==> src/logic/pchba_pkg.sv <==
package pchba_pkg;

	////////////////////////////////////////////////////////////////////////////
	// widths and memory layout
	localparam int          AW            = 16;
	localparam int          DW            = 16;
	localparam int          OFF_W         = 6;
	localparam int          BLK_W         = AW - OFF_W;
	localparam int          BLK_BYTES     = 128;
	localparam logic [5:0]  OFF_LINK      = 6'h00;
	localparam logic [5:0]  OFF_FIRST     = 6'h01;
	localparam logic [5:0]  OFF_LAST      = 6'h3F;
	localparam logic [15:0] MM_BASE       = 16'h0000;
	localparam logic [15:0] ATTR_BASE     = 16'h0000;
	localparam logic [15:0] ATTR_OFS      = 16'h0400;
	localparam int          NUM_REGS      = 32;

	////////////////////////////////////////////////////////////////////////////
	// word indices of the hardware registers and path data ports
	localparam logic [4:0]  IDX_P0_SEL    = 5'h0C;
	localparam logic [4:0]  IDX_P0_OFF    = 5'h0D;
	localparam logic [4:0]  IDX_P1_SEL    = 5'h0E;
	localparam logic [4:0]  IDX_P1_OFF    = 5'h0F;
	localparam logic [4:0]  IDX_P0_DATA   = 5'h18;
	localparam logic [4:0]  IDX_P1_DATA   = 5'h19;
	localparam logic [4:0]  IDX_AUX_BASE  = 5'h1A;
	localparam logic [4:0]  IDX_AUX_OFF   = 5'h1B;
	localparam logic [4:0]  IDX_AUX_DATA  = 5'h1C;

	////////////////////////////////////////////////////////////////////////////
	// reset values and timing
	localparam logic [15:0] RST_WORD      = 16'h0000;
	localparam int          CLK_PERIOD_NS = 40;
	localparam int          IRQ_PULSE_NS  = 1000;
	localparam int          IRQ_PULSE_CYC = (IRQ_PULSE_NS + CLK_PERIOD_NS - 1) / CLK_PERIOD_NS;

	////////////////////////////////////////////////////////////////////////////
	// types
	typedef enum logic [1:0] {
		PCHBA_IORD,
		PCHBA_IOWR,
		PCHBA_ATRD,
		PCHBA_ATWR
	} pchba_kind_t;

	typedef struct packed {
		pchba_kind_t     kind;
		logic [9:0]      addr;
		logic [DW-1:0]   data;
	} pchba_cyc_t;

	typedef struct packed {
		logic            req;
		logic            we;
		logic [AW-1:0]   addr;
		logic [DW-1:0]   wdata;
	} pchba_mem_t;

endpackage

==> src/logic/pchba_hcyc.sv <==
module pchba_hcyc (
	input  wire logic               clk,
	input  wire logic               rstn,
	input  wire logic [9:0]         ha,
	input  wire logic [15:0]        hd_in,
	input  wire logic               ce1_n,
	input  wire logic               reg_sel_n,
	input  wire logic               iord_n,
	input  wire logic               iowr_n,
	input  wire logic               oe_n,
	input  wire logic               we_n,
	input  wire logic               io_en,
	output pchba_pkg::pchba_cyc_t   cyc,
	output logic                    start,
	output logic                    act
);

	logic                  act_q;
	logic                  act_d;
	logic                  start_q;
	logic                  start_d;
	pchba_pkg::pchba_cyc_t cyc_q;
	pchba_pkg::pchba_cyc_t cyc_d;
	logic                  io_cyc;
	logic                  at_cyc;

	////////////////////////////////////////////////////////////////////////////
	// one registered stage stands for the synchronising wait
	always_comb begin
		io_cyc  = io_en && (!iord_n || !iowr_n);
		at_cyc  = !oe_n || !we_n;
		act_d   = !ce1_n && !reg_sel_n && (io_cyc || at_cyc);
		start_d = act_d && !act_q;
		cyc_d   = cyc_q;
		if (start_d) begin
			cyc_d.addr = ha;
			cyc_d.data = hd_in;
			if (!iord_n)
				cyc_d.kind = pchba_pkg::PCHBA_IORD;
			else if (!iowr_n)
				cyc_d.kind = pchba_pkg::PCHBA_IOWR;
			else if (!oe_n)
				cyc_d.kind = pchba_pkg::PCHBA_ATRD;
			else
				cyc_d.kind = pchba_pkg::PCHBA_ATWR;
		end
	end

	always_ff @(posedge clk) begin
		if (!rstn) begin
			act_q   <= 1'b0;
			start_q <= 1'b0;
			cyc_q   <= '0;
		end else begin
			act_q   <= act_d;
			start_q <= start_d;
			cyc_q   <= cyc_d;
		end
	end

	assign cyc   = cyc_q;
	assign start = start_q;
	assign act   = act_q;

endmodule

==> src/logic/pchba_bpath.sv <==
module pchba_bpath #(
	parameter int AW    = pchba_pkg::AW,
	parameter int OFF_W = pchba_pkg::OFF_W
) (
	input  wire logic             clk,
	input  wire logic             rstn,
	input  wire logic             set_blk,
	input  wire logic             set_off,
	input  wire logic [15:0]      val,
	input  wire logic             step,
	input  wire logic             link_ld,
	input  wire logic [15:0]      link_val,
	output logic [AW-1:0]         addr,
	output logic [AW-OFF_W-1:0]   blk,
	output logic [OFF_W-1:0]      off,
	output logic                  need_link,
	output logic                  at_end
);

	logic [AW-OFF_W-1:0] blk_q;
	logic [AW-OFF_W-1:0] blk_d;
	logic [OFF_W-1:0]    off_q;
	logic [OFF_W-1:0]    off_d;
	logic                link_q;
	logic                link_d;
	logic                end_q;
	logic                end_d;

	always_comb begin
		blk_d  = blk_q;
		off_d  = off_q;
		link_d = link_q;
		end_d  = end_q;
		if (set_blk) begin
			blk_d  = val[AW-OFF_W-1:0];
			off_d  = pchba_pkg::OFF_FIRST;
			link_d = 1'b0;
			end_d  = 1'b0;
		end else if (set_off) begin
			off_d = val[OFF_W-1:0];
		end else if (step && !end_q) begin
			// word 0 of every block holds the link, so the last word hands over
			if (off_q == pchba_pkg::OFF_LAST)
				link_d = 1'b1;
			else
				off_d = off_q + 1'b1;
		end else if (link_ld) begin
			link_d = 1'b0;
			if (link_val[AW-OFF_W-1:0] == '0) begin
				end_d = 1'b1;
			end else begin
				blk_d = link_val[AW-OFF_W-1:0];
				off_d = pchba_pkg::OFF_FIRST;
			end
		end
	end

	always_ff @(posedge clk) begin
		if (!rstn) begin
			blk_q  <= '0;
			off_q  <= pchba_pkg::OFF_FIRST;
			link_q <= 1'b0;
			end_q  <= 1'b1;
		end else begin
			blk_q  <= blk_d;
			off_q  <= off_d;
			link_q <= link_d;
			end_q  <= end_d;
		end
	end

	assign addr      = {blk_q, off_q};
	assign blk       = blk_q;
	assign off       = off_q;
	assign need_link = link_q;
	assign at_end    = end_q;

endmodule

==> src/logic/pchba_top.sv <==
// Behaviour
// - writes posted, only synchronising wait inserted
// - pending posted write holds wait on accesses
// - memory reads wait through arbitration and access
// - path read triggers pre-read of next word
// - one pre-read holder, other memory reads invalidate
// - invalid pre-read forces full memory read
// - request line: ready/busy, then interrupt
// - level or pulse interrupt, level default
// - ready only after card table copied
// - 32 word registers in I/O space
// - hardware registers direct, aux setup write-only
// - every attribute cycle, and every I/O cycle after firmware init, gets a sync wait
// - memory-mapped registers live in RAM
// - attribute space lands at base plus 0x400
// - path pointer auto-increments per access
// - two independent buffer paths
// - buffers are 128-byte linked blocks
// - block end follows link in hardware
// - past buffer end: writes dropped
// - hardware register wait lasts one clock with the memory engine idle
// - cycles without register-space select ignored
// - input acknowledge on valid I/O reads
module pchba_top (
	input  wire logic           CLK_SYS,
	input  wire logic           RSTN,
	input  wire logic [9:0]     HA,
	input  wire logic [15:0]    HD_IN,
	output logic [15:0]         HD_OUT,
	output logic                HD_OE_N,
	input  wire logic           CE1_N,
	input  wire logic           REGISTER_SPACE_SELECT_N,
	input  wire logic           IORD_N,
	input  wire logic           IOWR_N,
	input  wire logic           OE_N,
	input  wire logic           WE_N,
	output logic                HOST_WAIT_LINE_N,
	output logic                INPUT_ACKNOWLEDGE_N,
	output logic                HOST_REQUEST_LINE_N,
	input  wire logic           CIS_COPY_DONE,
	input  wire logic           FW_INIT_DONE,
	input  wire logic           IRQ_SOURCE,
	input  wire logic           IRQ_PULSE_MODE,
	output logic                MEM_REQ,
	output logic                MEM_WE,
	output logic [15:0]         MEM_ADDR,
	output logic [15:0]         MEM_WDATA,
	input  wire logic           MEM_ACK,
	input  wire logic [15:0]    MEM_RDATA
);

	typedef enum {S_IDLE, S_HOLD, S_RD, S_DONE} pchba_hst_t;
	typedef enum {OP_WR, OP_HRD, OP_LINK, OP_PRE} pchba_op_t;

	pchba_pkg::pchba_cyc_t cyc;
	logic                  cyc_start;
	logic                  cyc_act;
	logic [15:0]           p_addr [2];
	logic [9:0]            p_blk [2];
	logic [5:0]            p_off [2];
	logic                  p_link [2];
	logic                  p_end [2];
	logic                  set_blk [2];
	logic                  set_off [2];
	logic                  step [2];
	logic                  link_ld [2];

	////////////////////////////////////////////////////////////////////////////
	// host cycle capture and the two buffer paths
	pchba_hcyc u_hcyc (
		.clk       (CLK_SYS),
		.rstn      (RSTN),
		.ha        (HA),
		.hd_in     (HD_IN),
		.ce1_n     (CE1_N),
		.reg_sel_n (REGISTER_SPACE_SELECT_N),
		.iord_n    (IORD_N),
		.iowr_n    (IOWR_N),
		.oe_n      (OE_N),
		.we_n      (WE_N),
		.io_en     (FW_INIT_DONE),
		.cyc       (cyc),
		.start     (cyc_start),
		.act       (cyc_act)
	);

	for (genvar p = 0; p < 2; p++) begin : g_path
		pchba_bpath u_path (
			.clk       (CLK_SYS),
			.rstn      (RSTN),
			.set_blk   (set_blk[p]),
			.set_off   (set_off[p]),
			.val       (cyc.data),
			.step      (step[p]),
			.link_ld   (link_ld[p]),
			.link_val  (MEM_RDATA),
			.addr      (p_addr[p]),
			.blk       (p_blk[p]),
			.off       (p_off[p]),
			.need_link (p_link[p]),
			.at_end    (p_end[p])
		);
	end

	////////////////////////////////////////////////////////////////////////////
	// decode of the captured cycle
	logic [4:0]  idx;
	logic        is_io;
	logic        is_rd;
	logic        is_path;
	logic        pth;
	logic        is_hw;
	logic [15:0] cyc_maddr;
	logic [15:0] aux_base_q;
	logic [15:0] aux_base_d;
	logic [15:0] aux_off_q;
	logic [15:0] aux_off_d;

	always_comb begin
		idx     = cyc.addr[5:1];
		is_io   = cyc.kind == pchba_pkg::PCHBA_IORD || cyc.kind == pchba_pkg::PCHBA_IOWR;
		is_rd   = cyc.kind == pchba_pkg::PCHBA_IORD || cyc.kind == pchba_pkg::PCHBA_ATRD;
		is_path = is_io && (idx == pchba_pkg::IDX_P0_DATA || idx == pchba_pkg::IDX_P1_DATA);
		pth     = idx == pchba_pkg::IDX_P1_DATA;
		is_hw   = is_io && (idx == pchba_pkg::IDX_P0_SEL || idx == pchba_pkg::IDX_P0_OFF
			|| idx == pchba_pkg::IDX_P1_SEL || idx == pchba_pkg::IDX_P1_OFF
			|| idx == pchba_pkg::IDX_AUX_BASE || idx == pchba_pkg::IDX_AUX_OFF);
		if (!is_io)
			cyc_maddr = pchba_pkg::ATTR_BASE + pchba_pkg::ATTR_OFS + {7'h00, cyc.addr[9:1]};
		else if (is_path)
			cyc_maddr = p_addr[pth];
		else if (idx == pchba_pkg::IDX_AUX_DATA)
			cyc_maddr = aux_base_q + aux_off_q;
		else
			cyc_maddr = pchba_pkg::MM_BASE + {11'h000, idx};
	end

	////////////////////////////////////////////////////////////////////////////
	// memory engine: posted write, host read, link fetch, pre-read
	logic         busy_q, busy_d;
	pchba_op_t    op_q, op_d;
	logic         op_p_q, op_p_d;
	pchba_pkg::pchba_mem_t mem_q, mem_d;
	logic         pw_q, pw_d;
	logic [15:0]  pw_addr_q, pw_addr_d;
	logic [15:0]  pw_data_q, pw_data_d;
	logic         hrd_q, hrd_d;
	logic         pre_req_q, pre_req_d;
	logic         pre_p_q, pre_p_d;
	logic         pre_v_q, pre_v_d;
	logic [15:0]  pre_data_q, pre_data_d;
	logic         eng_idle;
	logic         hrd_ack;
	// requests from the host side
	logic         pw_set;
	logic         hrd_set;
	logic         pre_set;
	logic         pre_inval;

	always_comb begin
		busy_d     = busy_q;
		op_d       = op_q;
		op_p_d     = op_p_q;
		mem_d      = mem_q;
		pw_d       = pw_q || pw_set;
		pw_addr_d  = pw_set ? cyc_maddr : pw_addr_q;
		pw_data_d  = pw_set ? cyc.data : pw_data_q;
		hrd_d      = hrd_q || hrd_set;
		pre_req_d  = pre_req_q || pre_set;
		pre_p_d    = pre_set ? pth : pre_p_q;
		pre_v_d    = pre_inval ? 1'b0 : pre_v_q;
		pre_data_d = pre_data_q;
		hrd_ack    = 1'b0;
		for (int p = 0; p < 2; p++)
			link_ld[p] = 1'b0;
		if (busy_q) begin
			if (MEM_ACK) begin
				busy_d    = 1'b0;
				mem_d.req = 1'b0;
				case (op_q)
					OP_WR:   pw_d = 1'b0;
					OP_HRD: begin
						hrd_d   = 1'b0;
						hrd_ack = 1'b1;
					end
					OP_LINK: link_ld[op_p_q] = 1'b1;
					OP_PRE: begin
						pre_req_d  = 1'b0;
						pre_v_d    = 1'b1;
						pre_data_d = MEM_RDATA;
					end
					default: busy_d = 1'b0;
				endcase
			end
		end else if (pw_q) begin
			busy_d = 1'b1;
			op_d   = OP_WR;
			mem_d  = '{req: 1'b1, we: 1'b1, addr: pw_addr_q, wdata: pw_data_q};
		end else if (p_link[0] || p_link[1]) begin
			busy_d = 1'b1;
			op_d   = OP_LINK;
			op_p_d = !p_link[0];
			mem_d  = '{req: 1'b1, we: 1'b0, addr: {p_blk[!p_link[0]], pchba_pkg::OFF_LINK},
				wdata: pchba_pkg::RST_WORD};
		end else if (hrd_q) begin
			busy_d = 1'b1;
			op_d   = OP_HRD;
			mem_d  = '{req: 1'b1, we: 1'b0, addr: cyc_maddr, wdata: pchba_pkg::RST_WORD};
		end else if (pre_req_q) begin
			// no pre-read past the buffer end: that data is undefined anyway
			if (p_end[pre_p_q]) begin
				pre_req_d = 1'b0;
			end else begin
				busy_d = 1'b1;
				op_d   = OP_PRE;
				mem_d  = '{req: 1'b1, we: 1'b0, addr: p_addr[pre_p_q],
					wdata: pchba_pkg::RST_WORD};
			end
		end
		eng_idle = !busy_q && !pw_q && !p_link[0] && !p_link[1] && !pre_req_q;
	end

	always_ff @(posedge CLK_SYS) begin
		if (!RSTN) begin
			busy_q     <= 1'b0;
			op_q       <= OP_WR;
			op_p_q     <= 1'b0;
			mem_q      <= '0;
			pw_q       <= 1'b0;
			pw_addr_q  <= pchba_pkg::RST_WORD;
			pw_data_q  <= pchba_pkg::RST_WORD;
			hrd_q      <= 1'b0;
			pre_req_q  <= 1'b0;
			pre_p_q    <= 1'b0;
			pre_v_q    <= 1'b0;
			pre_data_q <= pchba_pkg::RST_WORD;
		end else begin
			busy_q     <= busy_d;
			op_q       <= op_d;
			op_p_q     <= op_p_d;
			mem_q      <= mem_d;
			pw_q       <= pw_d;
			pw_addr_q  <= pw_addr_d;
			pw_data_q  <= pw_data_d;
			hrd_q      <= hrd_d;
			pre_req_q  <= pre_req_d;
			pre_p_q    <= pre_p_d;
			pre_v_q    <= pre_v_d;
			pre_data_q <= pre_data_d;
		end
	end

	////////////////////////////////////////////////////////////////////////////
	// host cycle sequencer
	pchba_hst_t  st_q, st_d;
	logic [15:0] hd_q, hd_d;
	logic        oe_n_q, oe_n_d;
	logic        wait_n_q, wait_n_d;
	logic        inpack_n_q, inpack_n_d;

	always_comb begin
		st_d       = st_q;
		hd_d       = hd_q;
		aux_base_d = aux_base_q;
		aux_off_d  = aux_off_q;
		pw_set     = 1'b0;
		hrd_set    = 1'b0;
		pre_set    = 1'b0;
		pre_inval  = 1'b0;
		for (int p = 0; p < 2; p++) begin
			set_blk[p] = 1'b0;
			set_off[p] = 1'b0;
			step[p]    = 1'b0;
		end
		case (st_q)
			S_IDLE: if (cyc_start) st_d = S_HOLD;
			// waits here while a posted write or chain walk is still open
			S_HOLD: if (eng_idle) begin
				st_d = S_DONE;
				if (!is_rd) begin
					if (is_hw) begin
						set_blk[0] = idx == pchba_pkg::IDX_P0_SEL;
						set_off[0] = idx == pchba_pkg::IDX_P0_OFF;
						set_blk[1] = idx == pchba_pkg::IDX_P1_SEL;
						set_off[1] = idx == pchba_pkg::IDX_P1_OFF;
						if (idx == pchba_pkg::IDX_AUX_BASE)
							aux_base_d = cyc.data;
						if (idx == pchba_pkg::IDX_AUX_OFF)
							aux_off_d = cyc.data;
						pre_inval = (set_blk[pre_p_q] || set_off[pre_p_q]);
					end else if (!(is_path && p_end[pth])) begin
						pw_set = 1'b1;
						if (is_path) begin
							step[pth] = 1'b1;
							pre_inval = pre_p_q == pth;
						end
					end
				end else if (is_hw) begin
					case (idx)
						pchba_pkg::IDX_P0_SEL: hd_d = {p_end[0], 5'h00, p_blk[0]};
						pchba_pkg::IDX_P0_OFF: hd_d = {10'h000, p_off[0]};
						pchba_pkg::IDX_P1_SEL: hd_d = {p_end[1], 5'h00, p_blk[1]};
						pchba_pkg::IDX_P1_OFF: hd_d = {10'h000, p_off[1]};
						default:               hd_d = pchba_pkg::RST_WORD;
					endcase
				end else if (is_path && pre_v_q && pre_p_q == pth) begin
					hd_d      = pre_data_q;
					step[pth] = 1'b1;
					pre_set   = 1'b1;
					pre_inval = 1'b1;
				end else begin
					pre_inval = 1'b1;
					hrd_set   = 1'b1;
					st_d      = S_RD;
				end
			end
			S_RD: if (hrd_ack) begin
				hd_d = MEM_RDATA;
				st_d = S_DONE;
				if (is_path) begin
					step[pth] = 1'b1;
					pre_set   = 1'b1;
				end
			end
			S_DONE: if (!cyc_act) st_d = S_IDLE;
			default: st_d = S_IDLE;
		endcase
		wait_n_d   = !(st_d == S_HOLD || st_d == S_RD);
		oe_n_d     = !(st_d == S_DONE && is_rd && cyc_act);
		inpack_n_d = !(cyc_act && cyc.kind == pchba_pkg::PCHBA_IORD && FW_INIT_DONE);
	end

	always_ff @(posedge CLK_SYS) begin
		if (!RSTN) begin
			st_q       <= S_IDLE;
			hd_q       <= pchba_pkg::RST_WORD;
			oe_n_q     <= 1'b1;
			wait_n_q   <= 1'b1;
			inpack_n_q <= 1'b1;
			aux_base_q <= pchba_pkg::RST_WORD;
			aux_off_q  <= pchba_pkg::RST_WORD;
		end else begin
			st_q       <= st_d;
			hd_q       <= hd_d;
			oe_n_q     <= oe_n_d;
			wait_n_q   <= wait_n_d;
			inpack_n_q <= inpack_n_d;
			aux_base_q <= aux_base_d;
			aux_off_q  <= aux_off_d;
		end
	end

	////////////////////////////////////////////////////////////////////////////
	// request line: ready/busy first, interrupt after firmware init
	logic        src_q, src_d;
	logic [15:0] pcnt_q, pcnt_d;
	logic        hreq_n_q, hreq_n_d;

	always_comb begin
		src_d  = IRQ_SOURCE;
		pcnt_d = pcnt_q;
		// armed only in pulse mode: a later mode switch must not fire a stray pulse
		if (IRQ_SOURCE && !src_q && IRQ_PULSE_MODE)
			pcnt_d = 16'(pchba_pkg::IRQ_PULSE_CYC);
		else if (pcnt_q != 16'h0000)
			pcnt_d = pcnt_q - 16'h0001;
		if (!FW_INIT_DONE)
			hreq_n_d = CIS_COPY_DONE;
		else if (IRQ_PULSE_MODE)
			hreq_n_d = pcnt_d == 16'h0000;
		else
			hreq_n_d = !IRQ_SOURCE;
	end

	always_ff @(posedge CLK_SYS) begin
		if (!RSTN) begin
			src_q    <= 1'b0;
			pcnt_q   <= 16'h0000;
			hreq_n_q <= 1'b0;
		end else begin
			src_q    <= src_d;
			pcnt_q   <= pcnt_d;
			hreq_n_q <= hreq_n_d;
		end
	end

	assign HD_OUT              = hd_q;
	assign HD_OE_N             = oe_n_q;
	assign HOST_WAIT_LINE_N    = wait_n_q;
	assign INPUT_ACKNOWLEDGE_N = inpack_n_q;
	assign HOST_REQUEST_LINE_N = hreq_n_q;
	assign MEM_REQ             = mem_q.req;
	assign MEM_WE              = mem_q.we;
	assign MEM_ADDR            = mem_q.addr;
	assign MEM_WDATA           = mem_q.wdata;

endmodule

==> config.mk <==
export PLATFORM = sky130hd
export DESIGN_NAME = pchba_top
export DESIGN_NICKNAME = d
export VERILOG_FILES = /design/src/logic/pchba_pkg.sv /design/src/logic/pchba_hcyc.sv /design/src/logic/pchba_bpath.sv /design/src/logic/pchba_top.sv
export SDC_FILE = /design/constraint.sdc
export NUM_CORES = 1
export LEC_CHECK = 0
export ABC_AREA = 1
export BUFFER_PORTS_ARGS = -buffer_cell sky130_fd_sc_hd__buf_2
export CAP_MARGIN = 20
export CORE_MARGIN = 1.5
export CORE_UTILIZATION = 55
export CTS_CLUSTER_DIAMETER = 50
export CTS_CLUSTER_SIZE = 25
export DETAILED_ROUTE_END_ITERATION = 8
export GPL_TIMING_DRIVEN = 0
export PLACE_DENSITY = 0.74
export SYNTH_ARGS = -nofsm -noshare
export SYNTH_HDL_FRONTEND = slang
export SYNTH_SLANG_ARGS = --single-unit
==> constraint.sdc <==
create_clock -name CLK_SYS -period 2.76 [get_ports CLK_SYS]
set_clock_uncertainty 0.2 [all_clocks]
set_input_delay 0.276 -clock CLK_SYS [delete_from_list [all_inputs] [get_ports CLK_SYS]]
set_output_delay 0.276 -clock CLK_SYS [all_outputs]
set_load 0.01 [all_outputs]
==> flow_metrics.env <==
export IMPL_required_ns=2.97
export IMPL_r2r_cells=11
export IMPL_route_layer_met1_wl_um=17960
export IMPL_core_mm2=0.02257
export IMPL_power_leakage_uw=0.006571
export IMPL_grt_pass1_vias=12285
export IMPL_max_cap_viol_count=0
export IMPL_max_freq_ghz=0.3745
export IMPL_whs_endpoint="u_hcyc.cyc[18]$_SDFFE_PN0P_"
export IMPL_fp_dieW_um=154.4
export IMPL_drt_total_wl_um=44390
export IMPL_post_dp_cell_area_mm2=0.01361
export IMPL_cp_start_kind="flip-flop"
export IMPL_layout_area_overhead_vs_synth_pct=20.55
export IMPL_fin_nets=2071
export IMPL_syn_area_mm2=0.01260
export IMPL_yosys_warnings=0
export IMPL_top_register="st_q"
export IMPL_synth_xor_area_frac=0.01876
export IMPL_syn_inst=1773
export IMPL_cts_buffer_depth=3
export IMPL_diodes=0
export IMPL_r2r_end="aux_base_q[13]$_SDFFE_PN0P_"
export IMPL_drcViolationCount=0
export IMPL_wl_met2_um=19920
export IMPL_muxShareOfSynthArea=0
export IMPL_cp_end_kind="flip-flop"
export IMPL_cts_max_level=1
export IMPL_vias=13305
export IMPL_min_from="REGISTER_SPACE_SELECT_N"
export IMPL_cts_root_buf="clkbuf_16"
export IMPL_top_layer="met4"
export IMPL_synth_most_common_cell="nand2_1"
export IMPL_async_flop_share=0
export IMPL_synthAdderAreaFrac=0.02045
export IMPL_largest_register_ff_count=32
export IMPL_antenna_found_initial=0
export IMPL_cts_inserted_buffers=29
export IMPL_synth_commonest_cells="nand2_1 (321), dfxtp_1 (257), a21oi_1 (206), nor2_1 (193), inv_1 (164)"
export IMPL_multiInputGateArea_mm2=0.006514
export IMPL_path_clk_slew_ns=0.07
export IMPL_synth_compound_area_frac=0.2259
export IMPL_yosysUniqueCellTypes=49
export IMPL_num_rows=55
export IMPL_ys_flop_type="dfxtp_1"
export IMPL_routabilityCongestion=1.001
export IMPL_max_slew_margin=0.2766
export IMPL_cts_sinks=257
export IMPL_yosys_area_share_simple=0.2409
export IMPL_n_fill_cell=2003
export IMPL_arrival_ns=2.88
export IMPL_fin_tns_setup_ns=0
export IMPL_portBuffers=106
export IMPL_avgSynthCellArea_um2=7.108
export IMPL_setup_violations=0
export IMPL_dr_pass1_iters=5
export IMPL_wl_met3_um=4020
export IMPL_cp_max_fo=10
export IMPL_grt_max_degree=20
export IMPL_die_area_mm2=0.02383
export IMPL_ant_nets=0
export IMPL_drive_above_1_share=0.1298
export IMPL_hold_path_class="input pin to flip-flop"
export IMPL_start_util=0.5584
export IMPL_fin_crit_ns=2.670
export IMPL_grt_pass1_wl_um=68540
export IMPL_synth_edf_count=0
export IMPL_outcome="finished, final reports clean"
export IMPL_drt_iter0_markers=1569
export IMPL_synthTopCellsByArea="dfxtp_1 (41%), nand2_1 (9.6%), a21oi_1 (8.2%)"
export IMPL_layout_area_seq_mm2=0.005145
export IMPL_wire_per_inst_um=19.28
export IMPL_track_usage=0.3715
export IMPL_place_inst=2193
export IMPL_synth_top_cell_area_share=0.4082
export IMPL_cts_tree="built"
export IMPL_crit_start="st_q[21]$_SDFF_PN0_"
export IMPL_worstSetupPathType="flip-flop to flip-flop"
export IMPL_hold_viol=0
export IMPL_fp_dieH_um=154.4
export IMPL_io_pins=109
export IMPL_yosys_area_top_type="dfxtp_1"
export IMPL_p_per_area_mw_per_mm2=599.2
export IMPL_routed_via_density=5.777
export IMPL_stdcell_area_mm2=0.01519
export IMPL_slew_violations=0
export IMPL_grt_ovfl_total=0
export IMPL_worstMarginPinSlew_ns=1.076
export IMPL_hold_ws_ns=0.1563
export IMPL_post_dp_hpwl_um=33030
export IMPL_ys_seq_area_frac=0.4082
export IMPL_ys_seq_elements=257
export IMPL_synth_top_family_by_area="simple AND/OR/NAND/NOR gates"
export IMPL_period_share=0.9675
export IMPL_fin_cells=2303
export IMPL_r2r_slack_ns=0.09
export IMPL_r2r_start="st_q[21]$_SDFF_PN0_"
export IMPL_clock_latency_ns=0.56
export IMPL_vdd_ir_drop_max_mv=0.7543
export IMPL_min_path_cells=5
## worst max-delay path, cell delays in order (launching register included)
cell and delay (ns):
dfxtp_1 0.30, nor2_1 0.13, nand2_1 0.06, nor2_1 0.24, nand4_2 0.27, nor2_4 0.26
nand3_1 0.25, inv_2 0.14, nand2_1 0.18, buf_2 0.27, nor2_1 0.14, a211oi_1 0.06
## per-stage QoR
| step | setup WS, ns | total power (µW) | util |
|---|---|---|---|
| final | 0.08983 | 9104 | 0.6731 |
| after global routing | -0.01022 | 9435 | 0.6731 |
| after CTS | 0.06411 | 9093 | 0.6713 |
| after detailed placement | 0.08240 | 5090 | 0.6028 |
| after global placement | -0.08282 | 5072 | 0.6025 |
| after floorplan | 0.4813 | 4758 | - |
## worst max path at each step
stage | endpoint | slack [ns] | cells past startpoint
floorplan | MEM_ADDR[10]$_SDFFE_PN0P_ | 0.48 | 15
global placement | g_path[1].u_path.blk[5]$_SDFFE_PN0P_ | -0.08 | 9
detailed placement | aux_base_q[8]$_SDFFE_PN0P_ | 0.08 | 10
CTS | aux_base_q[13]$_SDFFE_PN0P_ | 0.06 | 11
global route | aux_base_q[0]$_SDFFE_PN0P_ | -0.01 | 11
finish | aux_base_q[13]$_SDFFE_PN0P_ | 0.09 | 11
## logic make-up after synthesis
group,Yosys count
xor+xnor,27
flops,257
buf+inv,268
simple gates,691
other cells,1
fa+ha+maj,20
compound gates,509
## what timing repair did
action	4_1_cts	5_1_grt
setup endpoints to repair	0	40
resized for setup	0	5
hold endpoints to repair	72	0
hold buffers	54	0
setup buffers	0	3
## metal layers
layer  vias to the layer above  GRT usage
li1                       6371          -
met1                      6152     0.4798
met2                       657     0.6018
met3                       125    0.06304
met4                         0     0.1873
met5                         -          0
## power breakdown
group,internal (µW),switching (µW)
Clock,2150,1850
Sequential,3820,93.9
Combinational,412,773
Total,6380,2720
## cell usage in the layout, fill, tap and decap left out, types with 4 or more instances in the layout
cell type      netlist  routed
nand3_1            100      99
o21ai_0            144     144
dfxtp_1            257     257
nor2_2               9       9
dlygate4sd3_1        0      54
clkinvlp_4           0       4
a22o_1               5       5
a211oi_1            54      54
inv_1              164     164
inv_2               18      18
nor2_1             193     192
nand2_2              8       8
conb_1               1      30
a211oi_2             6       6
buf_6                4       4
clkinv_8             0       5
xor2_1              20      20
ha_1                19      18
nand2_1            321     321
clkbuf_1            48      49
nand3b_1             4       4
nor3_1              13      13
o21ai_1             44      44
nand3_2              4       5
inv_6                0       7
buf_2               21     127
buf_4                4       7
o22ai_1             16      16
xnor2_1              7       7
a21oi_1            206     206
nand2_4              7       7
nand4_1             14      14
nor2_4               4       5
buf_1                7       7
a31oi_1             21      21
clkbuf_16            0      29
## layout make-up
cell class	instances	area share
multi-input cells	1277	0.4287
well taps	285	0.02347
flip-flops and latches	257	0.3386
clock buffers	30	0.04801
clock inverters	23	0.01828
inverters	184	0.04546
repair buffers	163	0.07198
plain buffers	84	0.02545
No activity file was read; power rests on OpenSTA's default activity.
